--- src/inc/twx_pkg.sv ---
package twx_pkg;
    // opcode patterns (upper bits compared, low bits are fields)
    localparam logic [15:0] tbl_wr_base = 16'h000c; // 0000 0000 0000 11nn
    localparam logic [13:0] tbl_wr_hi = 14'h0003;
    localparam logic [6:0] test_skip_hi = 7'h33; // 0110 011a
    localparam logic [7:0] xor_lit_hi = 8'h0a; // 0000 1010
    localparam logic [5:0] xor_reg_hi = 6'h06; // 0001 10da
    // bit 9 must be clear, else the push and move forms of the same row decode here
    localparam logic [6:0] ptr_adj_hi = 7'h74; // 1110 100s
    localparam logic [7:0] ptr_add_op = 8'he8;
    localparam logic [7:0] ptr_sub_op = 8'he9;
    localparam logic [1:0] fsr_return_sel = 2'h3;
    // table write pointer modes
    localparam logic [1:0] mode_none = 2'h0;
    localparam logic [1:0] mode_post_inc = 2'h1;
    localparam logic [1:0] mode_post_dec = 2'h2;
    localparam logic [1:0] mode_pre_inc = 2'h3;
    // widths and limits
    localparam int ptr_width = 21;
    localparam int hold_count = 8;
    localparam int hold_sel_width = 3;
    localparam logic [7:0] indexed_limit = 8'h5f;       // 95
    localparam int std_instr_count = 75;
    localparam int ext_instr_count = 8;
    localparam logic [20:0] ptr_reset = 21'h000000;
    localparam logic [7:0] hold_reset = 8'hff;          // erased flash reads ones
    localparam logic [1:0] skip_one = 2'h1;
    localparam logic [1:0] skip_two = 2'h2;

    typedef enum logic [1:0] {
        twx_idle = 2'b00,
        twx_tw2 = 2'b01,
        twx_skip = 2'b11,
        twx_ret = 2'b10
    } twx_state_type;
endpackage
--- src/hdl/twx_exec.sv ---
// Operation
// - table write mode 0 keeps the pointer, 1 post-increments, 2 post-decrements, 3 pre-increments.
// - the low three pointer bits pick which of eight holding registers takes the latch byte.
// - the table pointer is a 21-bit byte address over a 2-Mbyte range.
// - pointer bit zero picks the low byte (0) or high byte (1) of a program word.
// - test-and-skip checks the register for zero and, if so, turns the next instruction into a no-op.
// - a skip over a two-word instruction makes the test-and-skip three cycles long.
// - access bit clear selects the access bank, set uses the bank select register.
// - with access bit clear and extended set on, addresses up to 95 are indexed offsets.
// - xor-literal xors an 8-bit literal into the accumulator in one cycle, setting n and z.
// - xor-register xors into accumulator (d=0) or register (d=1), setting n and z.
// - the extended set adds eight literal instructions and indexed literal offset addressing.
// - extended features are on when unprogrammed; the configuration bit enables or disables them.
// - the pointer add and subtract literal forms on the third pointer also return.
module twx_exec #(
    parameter int ptr_w = 21,
    parameter int holds = 8
) (
    input wire logic ref_clk,
    input wire logic srst,
    input wire logic clk_en,
    input wire logic instr_valid,
    input wire logic [15:0] instr_word,
    input wire logic next_is_two_word,
    input wire logic extended_set_enable_bit,
    input wire logic [7:0] table_latch,
    input wire logic [7:0] reg_rdata,
    input wire logic [3:0] bank_select_reg,
    input wire logic [11:0] third_indirect_pointer,
    input wire logic [ptr_w-1:0] table_pointer_wdata,
    input wire logic table_pointer_we,
    input wire logic [2:0] hold_rd_addr,
    output logic [ptr_w-1:0] table_pointer,
    output logic [7:0] hold_rd_data,
    output logic table_byte_high,
    output logic [7:0] acc,
    output logic flag_n,
    output logic flag_z,
    output logic reg_we,
    output logic [11:0] reg_addr,
    output logic [7:0] reg_wdata,
    output logic reg_indexed,
    output logic discard_fetch,
    output logic busy,
    output logic fsr_adjust_we,
    output logic [1:0] fsr_adjust_sel,
    output logic fsr_adjust_sub,
    output logic [5:0] fsr_adjust_k,
    output logic return_req,
    output logic ext_enabled
);
    twx_pkg::twx_state_type state_q;
    twx_pkg::twx_state_type state_d;
    logic [1:0] skip_left_q;
    logic [1:0] tw_mode_q;
    logic [ptr_w-1:0] ptr_q;
    logic ext_sync;

    // ==========================================
    // decode
    wire idle = (state_q == twx_pkg::twx_idle);
    wire go = clk_en && idle && instr_valid;
    wire [1:0] tw_mode = instr_word[1:0];
    wire is_tw = (instr_word[15:2] == twx_pkg::tbl_wr_hi);
    wire is_tst = (instr_word[15:9] == twx_pkg::test_skip_hi);
    wire is_xl_op = (instr_word[15:8] == twx_pkg::xor_lit_hi);
    wire is_xr_op = (instr_word[15:10] == twx_pkg::xor_reg_hi);
    wire is_fsr_ops = ext_sync && (instr_word[15:9] == twx_pkg::ptr_adj_hi);
    wire is_sub = instr_word[8];
    wire [1:0] fsr_sel = instr_word[7:6];
    wire is_ret_form = is_fsr_ops && (fsr_sel == twx_pkg::fsr_return_sel);
    wire acc_bit = instr_word[8];
    wire dst_bit = instr_word[9];
    wire [7:0] f_addr = instr_word[7:0];

    // ==========================================
    // operand address: access bank, banked, or indexed from third pointer
    wire use_indexed = !acc_bit && ext_sync && (f_addr <= twx_pkg::indexed_limit);
    wire [11:0] idx_addr = third_indirect_pointer + {4'h0, f_addr};
    wire [11:0] access_addr = (f_addr[7]) ? {4'hf, f_addr} : {4'h0, f_addr};
    wire [11:0] bank_addr = {bank_select_reg, f_addr};
    wire [11:0] op_addr = use_indexed ? idx_addr : (acc_bit ? bank_addr : access_addr);

    // ==========================================
    // xor datapath
    wire [7:0] xl_res = acc ^ instr_word[7:0];
    wire [7:0] xr_res = acc ^ reg_rdata;
    wire tst_zero = (reg_rdata == 8'h00);

    // ==========================================
    // pointer arithmetic: pre-increment adjusts before the store address is taken
    wire [ptr_w-1:0] ptr_inc = ptr_q + ptr_w'(1);
    wire [ptr_w-1:0] ptr_dec = ptr_q - ptr_w'(1);
    wire [ptr_w-1:0] ptr_used = (tw_mode_q == twx_pkg::mode_pre_inc) ? ptr_inc : ptr_q;
    wire [ptr_w-1:0] ptr_after = (tw_mode_q == twx_pkg::mode_none) ? ptr_q :
        (tw_mode_q == twx_pkg::mode_post_dec) ? ptr_dec : ptr_inc;
    wire tw_write = clk_en && (state_q == twx_pkg::twx_tw2);

    // ==========================================
    // configuration bit passes the pin synchroniser
    twx_sync3 u_ext_sync (
        .ref_clk(ref_clk),
        .srst(srst),
        .clk_en(clk_en),
        .din(extended_set_enable_bit),
        .dout(ext_sync)
    );

    // ==========================================
    // holding registers, indexed by low pointer bits
    twx_hold_mem #(
        .depth(holds),
        .aw(twx_pkg::hold_sel_width)
    ) u_hold (
        .ref_clk(ref_clk),
        .srst(srst),
        .clk_en(clk_en),
        .wr_en(tw_write),
        .wr_addr(ptr_used[2:0]),
        .wr_data(table_latch),
        .rd_addr(hold_rd_addr),
        .rd_data(hold_rd_data)
    );

    // ==========================================
    // sequencing of multi-cycle instructions
    always_comb
    begin
        state_d = state_q;
        case (state_q)
            twx_pkg::twx_idle:
            begin
                if (instr_valid && is_tw)
                    state_d = twx_pkg::twx_tw2;
                else if (instr_valid && is_tst && tst_zero)
                    state_d = twx_pkg::twx_skip;
                else if (instr_valid && is_ret_form)
                    state_d = twx_pkg::twx_ret;
            end
            twx_pkg::twx_tw2:
                state_d = twx_pkg::twx_idle;
            twx_pkg::twx_skip:
            begin
                if (skip_left_q == twx_pkg::skip_one)
                    state_d = twx_pkg::twx_idle;
            end
            twx_pkg::twx_ret:
                state_d = twx_pkg::twx_idle;
            default:
                state_d = twx_pkg::twx_idle;
        endcase
    end

    // ==========================================
    // state and skip counter
    always_ff @(posedge ref_clk)
    begin
        if (srst)
        begin
            state_q <= twx_pkg::twx_idle;
            skip_left_q <= 2'h0;
            tw_mode_q <= twx_pkg::mode_none;
        end
        else if (clk_en)
        begin
            state_q <= state_d;
            if (go)
            begin
                tw_mode_q <= tw_mode;
                skip_left_q <= next_is_two_word ? twx_pkg::skip_two : twx_pkg::skip_one;
            end
            else if (state_q == twx_pkg::twx_skip)
                skip_left_q <= skip_left_q - 2'h1;
        end
    end

    // ==========================================
    // table pointer; a software load is ignored while an instruction is in flight
    wire ptr_load = table_pointer_we && idle;

    always_ff @(posedge ref_clk)
    begin
        if (srst)
            ptr_q <= twx_pkg::ptr_reset;
        else if (clk_en)
        begin
            if (tw_write)
                ptr_q <= ptr_after;
            else if (ptr_load)
                ptr_q <= table_pointer_wdata;
        end
    end

    // ==========================================
    // result selection; only the two xor forms may touch n and z
    wire do_xl = go && is_xl_op;
    wire do_xr = go && is_xr_op;
    wire xr_to_reg = do_xr && dst_bit;
    wire acc_load = do_xl || (do_xr && !dst_bit);
    wire flag_load = do_xl || do_xr;
    wire [7:0] x_res = do_xl ? xl_res : xr_res;
    wire do_adj = go && is_fsr_ops;

    // ==========================================
    // accumulator and n/z flags
    always_ff @(posedge ref_clk)
    begin
        if (srst)
        begin
            acc <= 8'h00;
            flag_n <= 1'b0;
            flag_z <= 1'b0;
        end
        else if (clk_en)
        begin
            if (acc_load)
                acc <= x_res;
            if (flag_load)
            begin
                flag_n <= x_res[7];
                flag_z <= (x_res == 8'h00);
            end
        end
    end

    // ==========================================
    // register file port; the address follows the operand field every cycle
    always_ff @(posedge ref_clk)
    begin
        if (srst)
        begin
            reg_we <= 1'b0;
            reg_addr <= 12'h000;
            reg_wdata <= 8'h00;
            reg_indexed <= 1'b0;
        end
        else if (clk_en)
        begin
            reg_we <= xr_to_reg;
            reg_addr <= op_addr;
            reg_indexed <= use_indexed;
            if (xr_to_reg)
                reg_wdata <= xr_res;
        end
    end

    // ==========================================
    // pointer adjust and return strobes, one cycle each
    always_ff @(posedge ref_clk)
    begin
        if (srst)
        begin
            fsr_adjust_we <= 1'b0;
            fsr_adjust_sel <= 2'h0;
            fsr_adjust_sub <= 1'b0;
            fsr_adjust_k <= 6'h00;
            return_req <= 1'b0;
        end
        else if (clk_en)
        begin
            fsr_adjust_we <= do_adj;
            return_req <= do_adj && is_ret_form;
            if (do_adj)
            begin
                fsr_adjust_sel <= is_ret_form ? 2'h2 : fsr_sel;
                fsr_adjust_sub <= is_sub;
                fsr_adjust_k <= instr_word[5:0];
            end
        end
    end

    // ==========================================
    // stall view; busy doubles as the stall for the fetch unit
    always_ff @(posedge ref_clk)
    begin
        if (srst)
        begin
            discard_fetch <= 1'b0;
            busy <= 1'b0;
        end
        else if (clk_en)
        begin
            discard_fetch <= (state_d == twx_pkg::twx_skip);
            busy <= (state_d != twx_pkg::twx_idle);
        end
    end

    // ==========================================
    // pointer and configuration view, one cycle behind the live pointer
    always_ff @(posedge ref_clk)
    begin
        if (srst)
        begin
            table_pointer <= twx_pkg::ptr_reset;
            table_byte_high <= 1'b0;
            ext_enabled <= 1'b1;
        end
        else if (clk_en)
        begin
            table_pointer <= ptr_q;
            table_byte_high <= ptr_q[0];
            ext_enabled <= ext_sync;
        end
    end
endmodule

--- src/hdl/twx_hold_mem.sv ---
// eight byte holding registers for flash programming, registered read port
module twx_hold_mem #(
    parameter int depth = 8,
    parameter int aw = 3
) (
    input wire logic ref_clk,
    input wire logic srst,
    input wire logic clk_en,
    input wire logic wr_en,
    input wire logic [aw-1:0] wr_addr,
    input wire logic [7:0] wr_data,
    input wire logic [aw-1:0] rd_addr,
    output logic [7:0] rd_data
);
    logic [7:0] mem_q [depth];

    // ==========================================
    // storage
    always_ff @(posedge ref_clk)
    begin
        if (srst)
        begin
            for (int i = 0; i < depth; i++)
                mem_q[i] <= twx_pkg::hold_reset;
            rd_data <= twx_pkg::hold_reset;
        end
        else if (clk_en)
        begin
            if (wr_en)
                mem_q[wr_addr] <= wr_data;
            rd_data <= mem_q[rd_addr];
        end
    end
endmodule

--- src/hdl/twx_sync3.sv ---
// three-stage synchroniser; change accepted when stages two and three agree
module twx_sync3 (
    input wire logic ref_clk,
    input wire logic srst,
    input wire logic clk_en,
    input wire logic din,
    output logic dout
);
    logic s1_q;
    logic s2_q;
    logic s3_q;

    // ==========================================
    // sampling chain
    always_ff @(posedge ref_clk)
    begin
        if (srst)
        begin
            s1_q <= 1'b1;
            s2_q <= 1'b1;
            s3_q <= 1'b1;
            dout <= 1'b1;   // unprogrammed default is enabled
        end
        else if (clk_en)
        begin
            s1_q <= din;
            s2_q <= s1_q;
            s3_q <= s2_q;
            if (s2_q == s3_q)
                dout <= s3_q;
        end
    end
endmodule

--- config.mk ---
export PLATFORM = sky130hd
export DESIGN_NAME = twx_exec
export DESIGN_NICKNAME = d
export VERILOG_FILES = /design/src/inc/twx_pkg.sv /design/src/hdl/twx_exec.sv /design/src/hdl/twx_hold_mem.sv /design/src/hdl/twx_sync3.sv
export SDC_FILE = /design/constraint.sdc
export NUM_CORES = 1
export LEC_CHECK = 0
export BUFFER_PORTS_ARGS = -buffer_cell sky130_fd_sc_hd__buf_2
export CORE_UTILIZATION = 28
export DETAILED_ROUTE_END_ITERATION = 10
export SLEW_MARGIN = 20
export SYNTH_ARGS = -nofsm -noshare
export SYNTH_HDL_FRONTEND = slang
export SYNTH_SLANG_ARGS = --single-unit
--- constraint.sdc ---
create_clock -name ref_clk -period 4.45 [get_ports ref_clk]
set_clock_uncertainty 0.15 [all_clocks]
set_input_delay 0.89 -clock ref_clk [delete_from_list [all_inputs] [get_ports ref_clk]]
set_output_delay 0.89 -clock ref_clk [all_outputs]
set_load 0.01 [all_outputs]
==> summary.md, run 1 <==
| Metric | Value |
|---|---|
| Commonest cells after routing, fill and taps aside | 152 x buf_2, 106 x dfxtp_1, 95 x nor2_1 |
| CTS tree | built |
| Seq/Total Area, Yosys | 0.456 |
| Worst setup SP type | flop |
| Via count | 7360 |
| Clock latency on the worst-skew pair | 0.43 ns |
| WP data arrival | 3.01 ns |
| Area Growth Syn to Fin | 19.4% |
| Cells after synthesis | 904 |
| Height of the die | 180 um |
| Clock Sinks | 170 |
| Async SR Flop Fraction | 0 |
| Hold_ws | 0.321 ns |
| Cell area power density | 348 nW/um^2 |
| Drt first pass iters | 9 |
| Netlist cell types | 80 |
| Initial Util | 0.287 |
| Setup repair bufs after CTS | 0 |
| Final net count | 1121 |
| Biggest area consumer among synthesized cells | dfxtp_1 |
| Vias in the first global route | 7157 |
| Synth warnings | 0 |
| Wirelength per Cell | 17.6 um |
| Setup TNS | 0 ns |
| Max Cap Viol | 0 |
| Final setup viols | 0 |
| Largest net degree at the start of global routing | 51 |
| DR iter-0 viols | 519 |
| Post-CTS Hold Buffers | 0 |
| GRT Util Overall | 0.158 |
| Register bit total from synthesis | 170 |
| Fmax | 0.332 GHz |
| Post-Route WL | 25300 um |
| First-pass GRT wire length | 40200 um |
| Clock transition at path regs | 0.07 ns |
| Gr ovfl total | 0 |
| Most common library cell in the layout ignoring fill and taps | buf_2 |
| Clock buffer count from CTS | 17 |
| RSZ-0062 raised after global routing | false |
| H-tree depth | 4 |
| Post-synth EDFFs | 64 |
| Syn Std Cell Area | 8860 um^2 |
| Max Fanout on Critical Path | 36 |
| # DRC | 8 |
| CTS Buffer Depth | 2 |
| FP Rows | 64 |
| Initial antenna violation count | 0 |
| Failing checks | DRC |
| # fillers | 3130 |
| Final min period | 3.01 ns |
| Worst slew pin tran | 1.06 ns |
| Crit end category | flop |
| Area contributors post-synth | dfxtp_1 24%, edfxtp_1 22%, mux2i_1 6.7% |
| Die area | 32400 um^2 |
| Status | complete, but fails checks |
| Final slew viol count | 0 |
| Leak | 3.83 nW |
| Crit path launch | ptr_q[0] |
| Number of nets with antenna violations after routing | 0 |
| Detailed-placement wirelength estimate | 18200 um |
| Syn avg cell area | 9.80 um^2 |
| Hold Startpoint | u_ext_sync.s3_q |
| Reg2reg start | ptr_q[0] |
| Worst Hold Class | flop to flop |
| Port Buffers | 154 |
| Worst Path Required | 4.44 ns |
| Maximum vdd ir drop | 0.248 mV |
| Via density | 5.11 |
| Tcrit/Tclk final | 0.677 |
| Relative slew slack | 0.292 |
| Die X | 180 um |
| Top-area cell type share of the netlist area | 0.239 |
| Root buffer selected by CTS | clkbuf_16 |
| Post-synthesis net count | 995 |
| Synth Flop Type | dfxtp_1 |
| Layout cell share with drive strength beyond 1 | 0.233 |
| CTS-repair resized insts | 0 |
| Crit Path Category | flop to flop |
| Diode count | 0 |
| Final GP Congestion | 0.870 |
| Core Footprint | 30800 um^2 |
| Io pins | 155 |
| Final hold violation count | 0 |
worst paths after layout:
kind,end,slack [ns],cells after the start
worst max register to register,u_hold.mem_q[3][3],1.44,7
worst min register to register,u_ext_sync.s3_q,0.32,2
worst min-delay path,u_ext_sync.s3_q,0.32,2
worst max-delay path,u_hold.mem_q[3][3],1.44,7
through the flow:
stage	setup WS (ns)	utilization	instances	area [um^2]	power (W)
6_report	1.44	0.343	1439	10600	0.00368
3_5_place_dp	1.06	0.323	1407	9950	0.00211
4_1_cts	1.43	0.343	1439	10600	0.00372
3_3_place_gp	1.11	0.323	1407	9950	0.00211
5_1_grt	1.22	0.343	1439	10600	0.00382
2_1_floorplan	1.50	-	904	8860	0.00196
kinds of logic after synthesis:
family | after synthesis | synth area share
compound gates | 195 | 0.141
flops | 170 | 0.456
simple gates | 337 | 0.204
fa+ha+maj | 12 | 0.0178
mux | 75 | 0.107
xor+xnor | 25 | 0.0247
buf+inv | 90 | 0.0490
registers in the layout (all words and copies together), names as in the netlist, 6 cells and up:
register	count
ptr_q	21
u_hold.mem_q	64
reg_addr	12
fsr_adjust_k	6
acc	8
u_hold.rd_data	8
table_pointer	21
reg_wdata	8
worst max-delay path, stage by stage, from the launching register on:
cell     delay, ns
dfxtp_1       0.56
inv_1         0.17
ha_1          0.37
mux2i_1       0.09
or3_1         0.36
buf_4         0.23
o21ai_0       0.54
buf_4         0.25
per-layer routing:
metal,vias to the layer above,wire length (um),share of wire,GRT usage
met2,249,11600,0.46,0.254
li1,3615,-,-,-
met5,-,0,0,0
met3,37,1830,0.072,0.0393
met4,0,491,0.019,0.0500
met1,3459,11300,0.45,0.207
power breakdown:
group / internal (W) / switching [W]
Combinational: 0.000154 / 0.000242
Sequential: 0.00164 / 0.0000420
Clock: 0.000907 / 0.000696
layout make-up:
class	instances	area [um^2]	share of cell area
well taps	396	495	0.0468
flip-flops and latches	170	4040	0.382
clock buffers	17	425	0.0402
clock inverters	15	203	0.0192
inverters	20	75.1	0.00710
repair buffers	177	948	0.0897
multi-input cells	644	4390	0.415
synth_stat cells (all sizes together), types with 4 or more instances:
library cell and instances:
dfxtp 106, nor2 96, or3 78, edfxtp 64
a21oi 59, mux2i 59, nand2 59, o21ai 56
buf 40, clkbuf 30, nand3 23, xnor2 21
inv 20, a211oi 17, nor3 17, mux4 16
nand4 12, ha 11, nor3b 9, a221oi 7
nor2b 7, nor4 7, and3 6, a22oi 5
nor4b 5, o32ai 5, a311oi 4, o22a 4
o22ai 4, xor2 4
No activity file was read; power rests on OpenSTA's default activity.
==> run 2: changes to the inputs <==
==> constraint.sdc (replaced) <==
create_clock -name ref_clk -period 2.8 [get_ports ref_clk]
set_clock_uncertainty 0.15 [all_clocks]
set_input_delay 0.56 -clock ref_clk [delete_from_list [all_inputs] [get_ports ref_clk]]
set_output_delay 0.56 -clock ref_clk [all_outputs]
set_load 0.01 [all_outputs]
==> run 2 against run 1 <==
Compared with the run above: die area unchanged; critical path type unchanged; critical endpoint is now u_hold.mem_q[2][3]; critical path depth unchanged; the run still ends with DRC left; global-route usage decreased by 0.28 points; sequential cell count unchanged; first-iteration DRC count decreased by 20%; largest cell class unchanged.
==> summary.md, run 2 (synthesis results as in run 1) <==
| Metric | Value |
|---|---|
| Root buffer selected by CTS | clkbuf_16 |
| Port Buffers | 154 (unchanged) |
| CTS Buffer Depth | 2 (unchanged) |
| Clock latency on the worst-skew pair | 0.43 ns (about the same) |
| Core Footprint | 30800 um^2 (unchanged) |
| Initial Util | 0.287 (unchanged) |
| Wirelength per Cell | 17.2 um (-2.0%) |
| Largest net degree at the start of global routing | 95 (+86%) |
| # DRC | 8 (unchanged) |
| Initial antenna violation count | 1 (+1) |
| Layout cell share with drive strength beyond 1 | 0.247 (+0.0140) |
| RSZ-0062 raised after global routing | false |
| Crit Path Category | flop to flop |
| CTS tree | built |
| Gr ovfl total | 0 (unchanged) |
| Max Cap Viol | 0 (unchanged) |
| Relative slew slack | 0.575 (+0.283) |
| Tot Pwr | 0.00559 W (+52%) |
| H-tree depth | 4 (unchanged) |
| Tcrit/Tclk final | 0.910 (+0.233) |
| Status | complete, but fails checks |
| Hold_ws | 0.258 ns (-0.0633 ns) |
| GRT Util Overall | 0.155 (-0.00284) |
| Most flops, register | u_hold.mem_q |
| Crit end category | flop |
| Worst setup SP type | flop |
| Final hold violation count | 0 (unchanged) |
| Worst setup margin | 0.253 ns (-1.19 ns) |
| Via count | 7401 (+0.56%) |
| Diode count | 0 (unchanged) |
| Cell area power density | 523 nW/um^2 (+50%) |
| Commonest cells after routing, fill and taps aside | 152 x buf_2, 106 x dfxtp_1, 95 x nor2_1 |
| WP data arrival | 2.54 ns (-0.47 ns) |
| Most common library cell in the layout ignoring fill and taps | buf_2 |
| # fillers | 3148 (+0.58%) |
| Detailed-placement wirelength estimate | 18300 um (+0.77%) |
| DR iter-0 viols | 415 (-20%) |
| Number of nets with antenna violations after routing | 0 (unchanged) |
| Max Fanout on Critical Path | 36 (unchanged) |
| Final slew viol count | 0 (unchanged) |
| Drt first pass iters | 8 (-1) |
| Worst Hold Class | input port to flop |
| Maximum vdd ir drop | 0.431 mV (+74%) |
| First-pass GRT wire length | 39300 um (-2.1%) |
| Post-Route WL | 25200 um (-0.47%) |
| Largest regs | u_hold.mem_q x64, ptr_q x21, table_pointer x21 |
| Worst Path Required | 2.80 ns (-1.64 ns) |
| Final GP Congestion | 0.858 (-1.4%) |
| Vias in the first global route | 6935 (-3.1%) |
| Final setup viols | 0 (unchanged) |
| Max reg flops | 64 (unchanged) |
| Clock buffer count from CTS | 17 (unchanged) |
| Height of the die | 180 um (unchanged) |
| Pre-CTS setup slack | 0.0998 ns (-0.965 ns) |
| Clock Sinks | 170 (unchanged) |
| Area Growth Syn to Fin | 20.5% |
| Worst slew pin tran | 0.637 ns (-0.421 ns) |
| Die X | 180 um (unchanged) |
| Setup repair bufs after CTS | 0 (unchanged) |
| Via density | 5.07 (-0.96%) |
| Final min period | 2.55 ns (-0.465 ns) |
| Clock transition at path regs | 0.06 ns (about the same) |
| Final net count | 1143 (+2.0%) |
| Die area | 32400 um^2 (unchanged) |
| FP Rows | 64 (unchanged) |
| CTS-repair resized insts | 0 (unchanged) |
| Io pins | 155 (unchanged) |
| Failing checks | DRC |
| Post-CTS Hold Buffers | 0 (unchanged) |
| Leak | 3.90 nW (+1.8%) |
| Fmax | 0.393 GHz (+18%) |
==> run 2: changes by cell type in the layout (fill, tap and decap cells not counted) <==
cell / before / now
clkinv_2: 1 / 2
clkinv_4: 2 / 0
o21ai_2: 2 / 1
inv_6: 5 / 6
clkbuf_8: 0 / 1
o21ai_1: 5 / 6
buf_12: 0 / 1
clkbuf_1: 0 / 1
buf_4: 25 / 46
bufinv_16: 3 / 0
clkinvlp_4: 1 / 3
clkinv_8: 1 / 0
==> run 2: path summary, 6_finish.rpt <==
path / from / endpoint / slack, ns / depth (start not counted)
setup / recovery: ptr_q[0] / u_hold.mem_q[2][3] / 0.25 / 7
hold / removal: srst / u_ext_sync.s3_q / 0.26 / 3
setup reg to reg: ptr_q[0] / u_hold.mem_q[2][3] / 0.25 / 7
hold reg to reg: u_ext_sync.s3_q / u_ext_sync.s3_q / 0.32 / 2
==> run 2: metrics by stage <==
step / std cells / utilization / cell area, um^2 / TNS [ns]
finish: 1461 / 0.346 / 10700 / 0
global route: 1461 / 0.346 / 10700 / 0
CTS: 1461 / 0.346 / 10700 / 0
detailed placement: 1429 / 0.328 / 10100 / 0
global placement: 1429 / 0.328 / 10100 / 0
floorplan: 904 / - / 8860 / -4.88
==> run 2: where the power goes <==
group / leakage [nW] / internal (W) / total, W / switching (W)
Sequential: 1.30 / 0.00261 / 0.00267 / 0.0000583
Clock: 0.265 / 0.00119 / 0.00226 / 0.00107
Combinational: 2.33 / 0.000264 / 0.000659 / 0.000395
Total: 3.90 / 0.00406 / 0.00559 / 0.00153
==> run 2: per-layer routing <==
metal	track usage	wire length [um]	vias up
li1	-	-	3644
met1	0.197	11400	3537
met2	0.257	11900	188
met3	0.0419	1410	30
met4	0.0452	444	2
met5	0	13	-
==> run 2: cell type report <==
class                           instances  area [um^2]  area share
Timing Repair Buffer                  199         1130       0.105
Multi-Input combinational cell        644         4380       0.411
Inverter                               20         75.1     0.00703
Clock buffer                           19          443      0.0415
Sequential cell                       170         4040       0.379
Clock inverter                         13          108      0.0101
Tap cell                              396          495      0.0464
==> run 2: worst max-delay path, cell delays in order, from the launching register on <==
cell,delay [ns]
dfxtp_1,0.43
inv_1,0.14
ha_1,0.36
mux2i_1,0.10
or3_1,0.36
buf_4,0.24
o21ai_0,0.29
buf_4,0.19
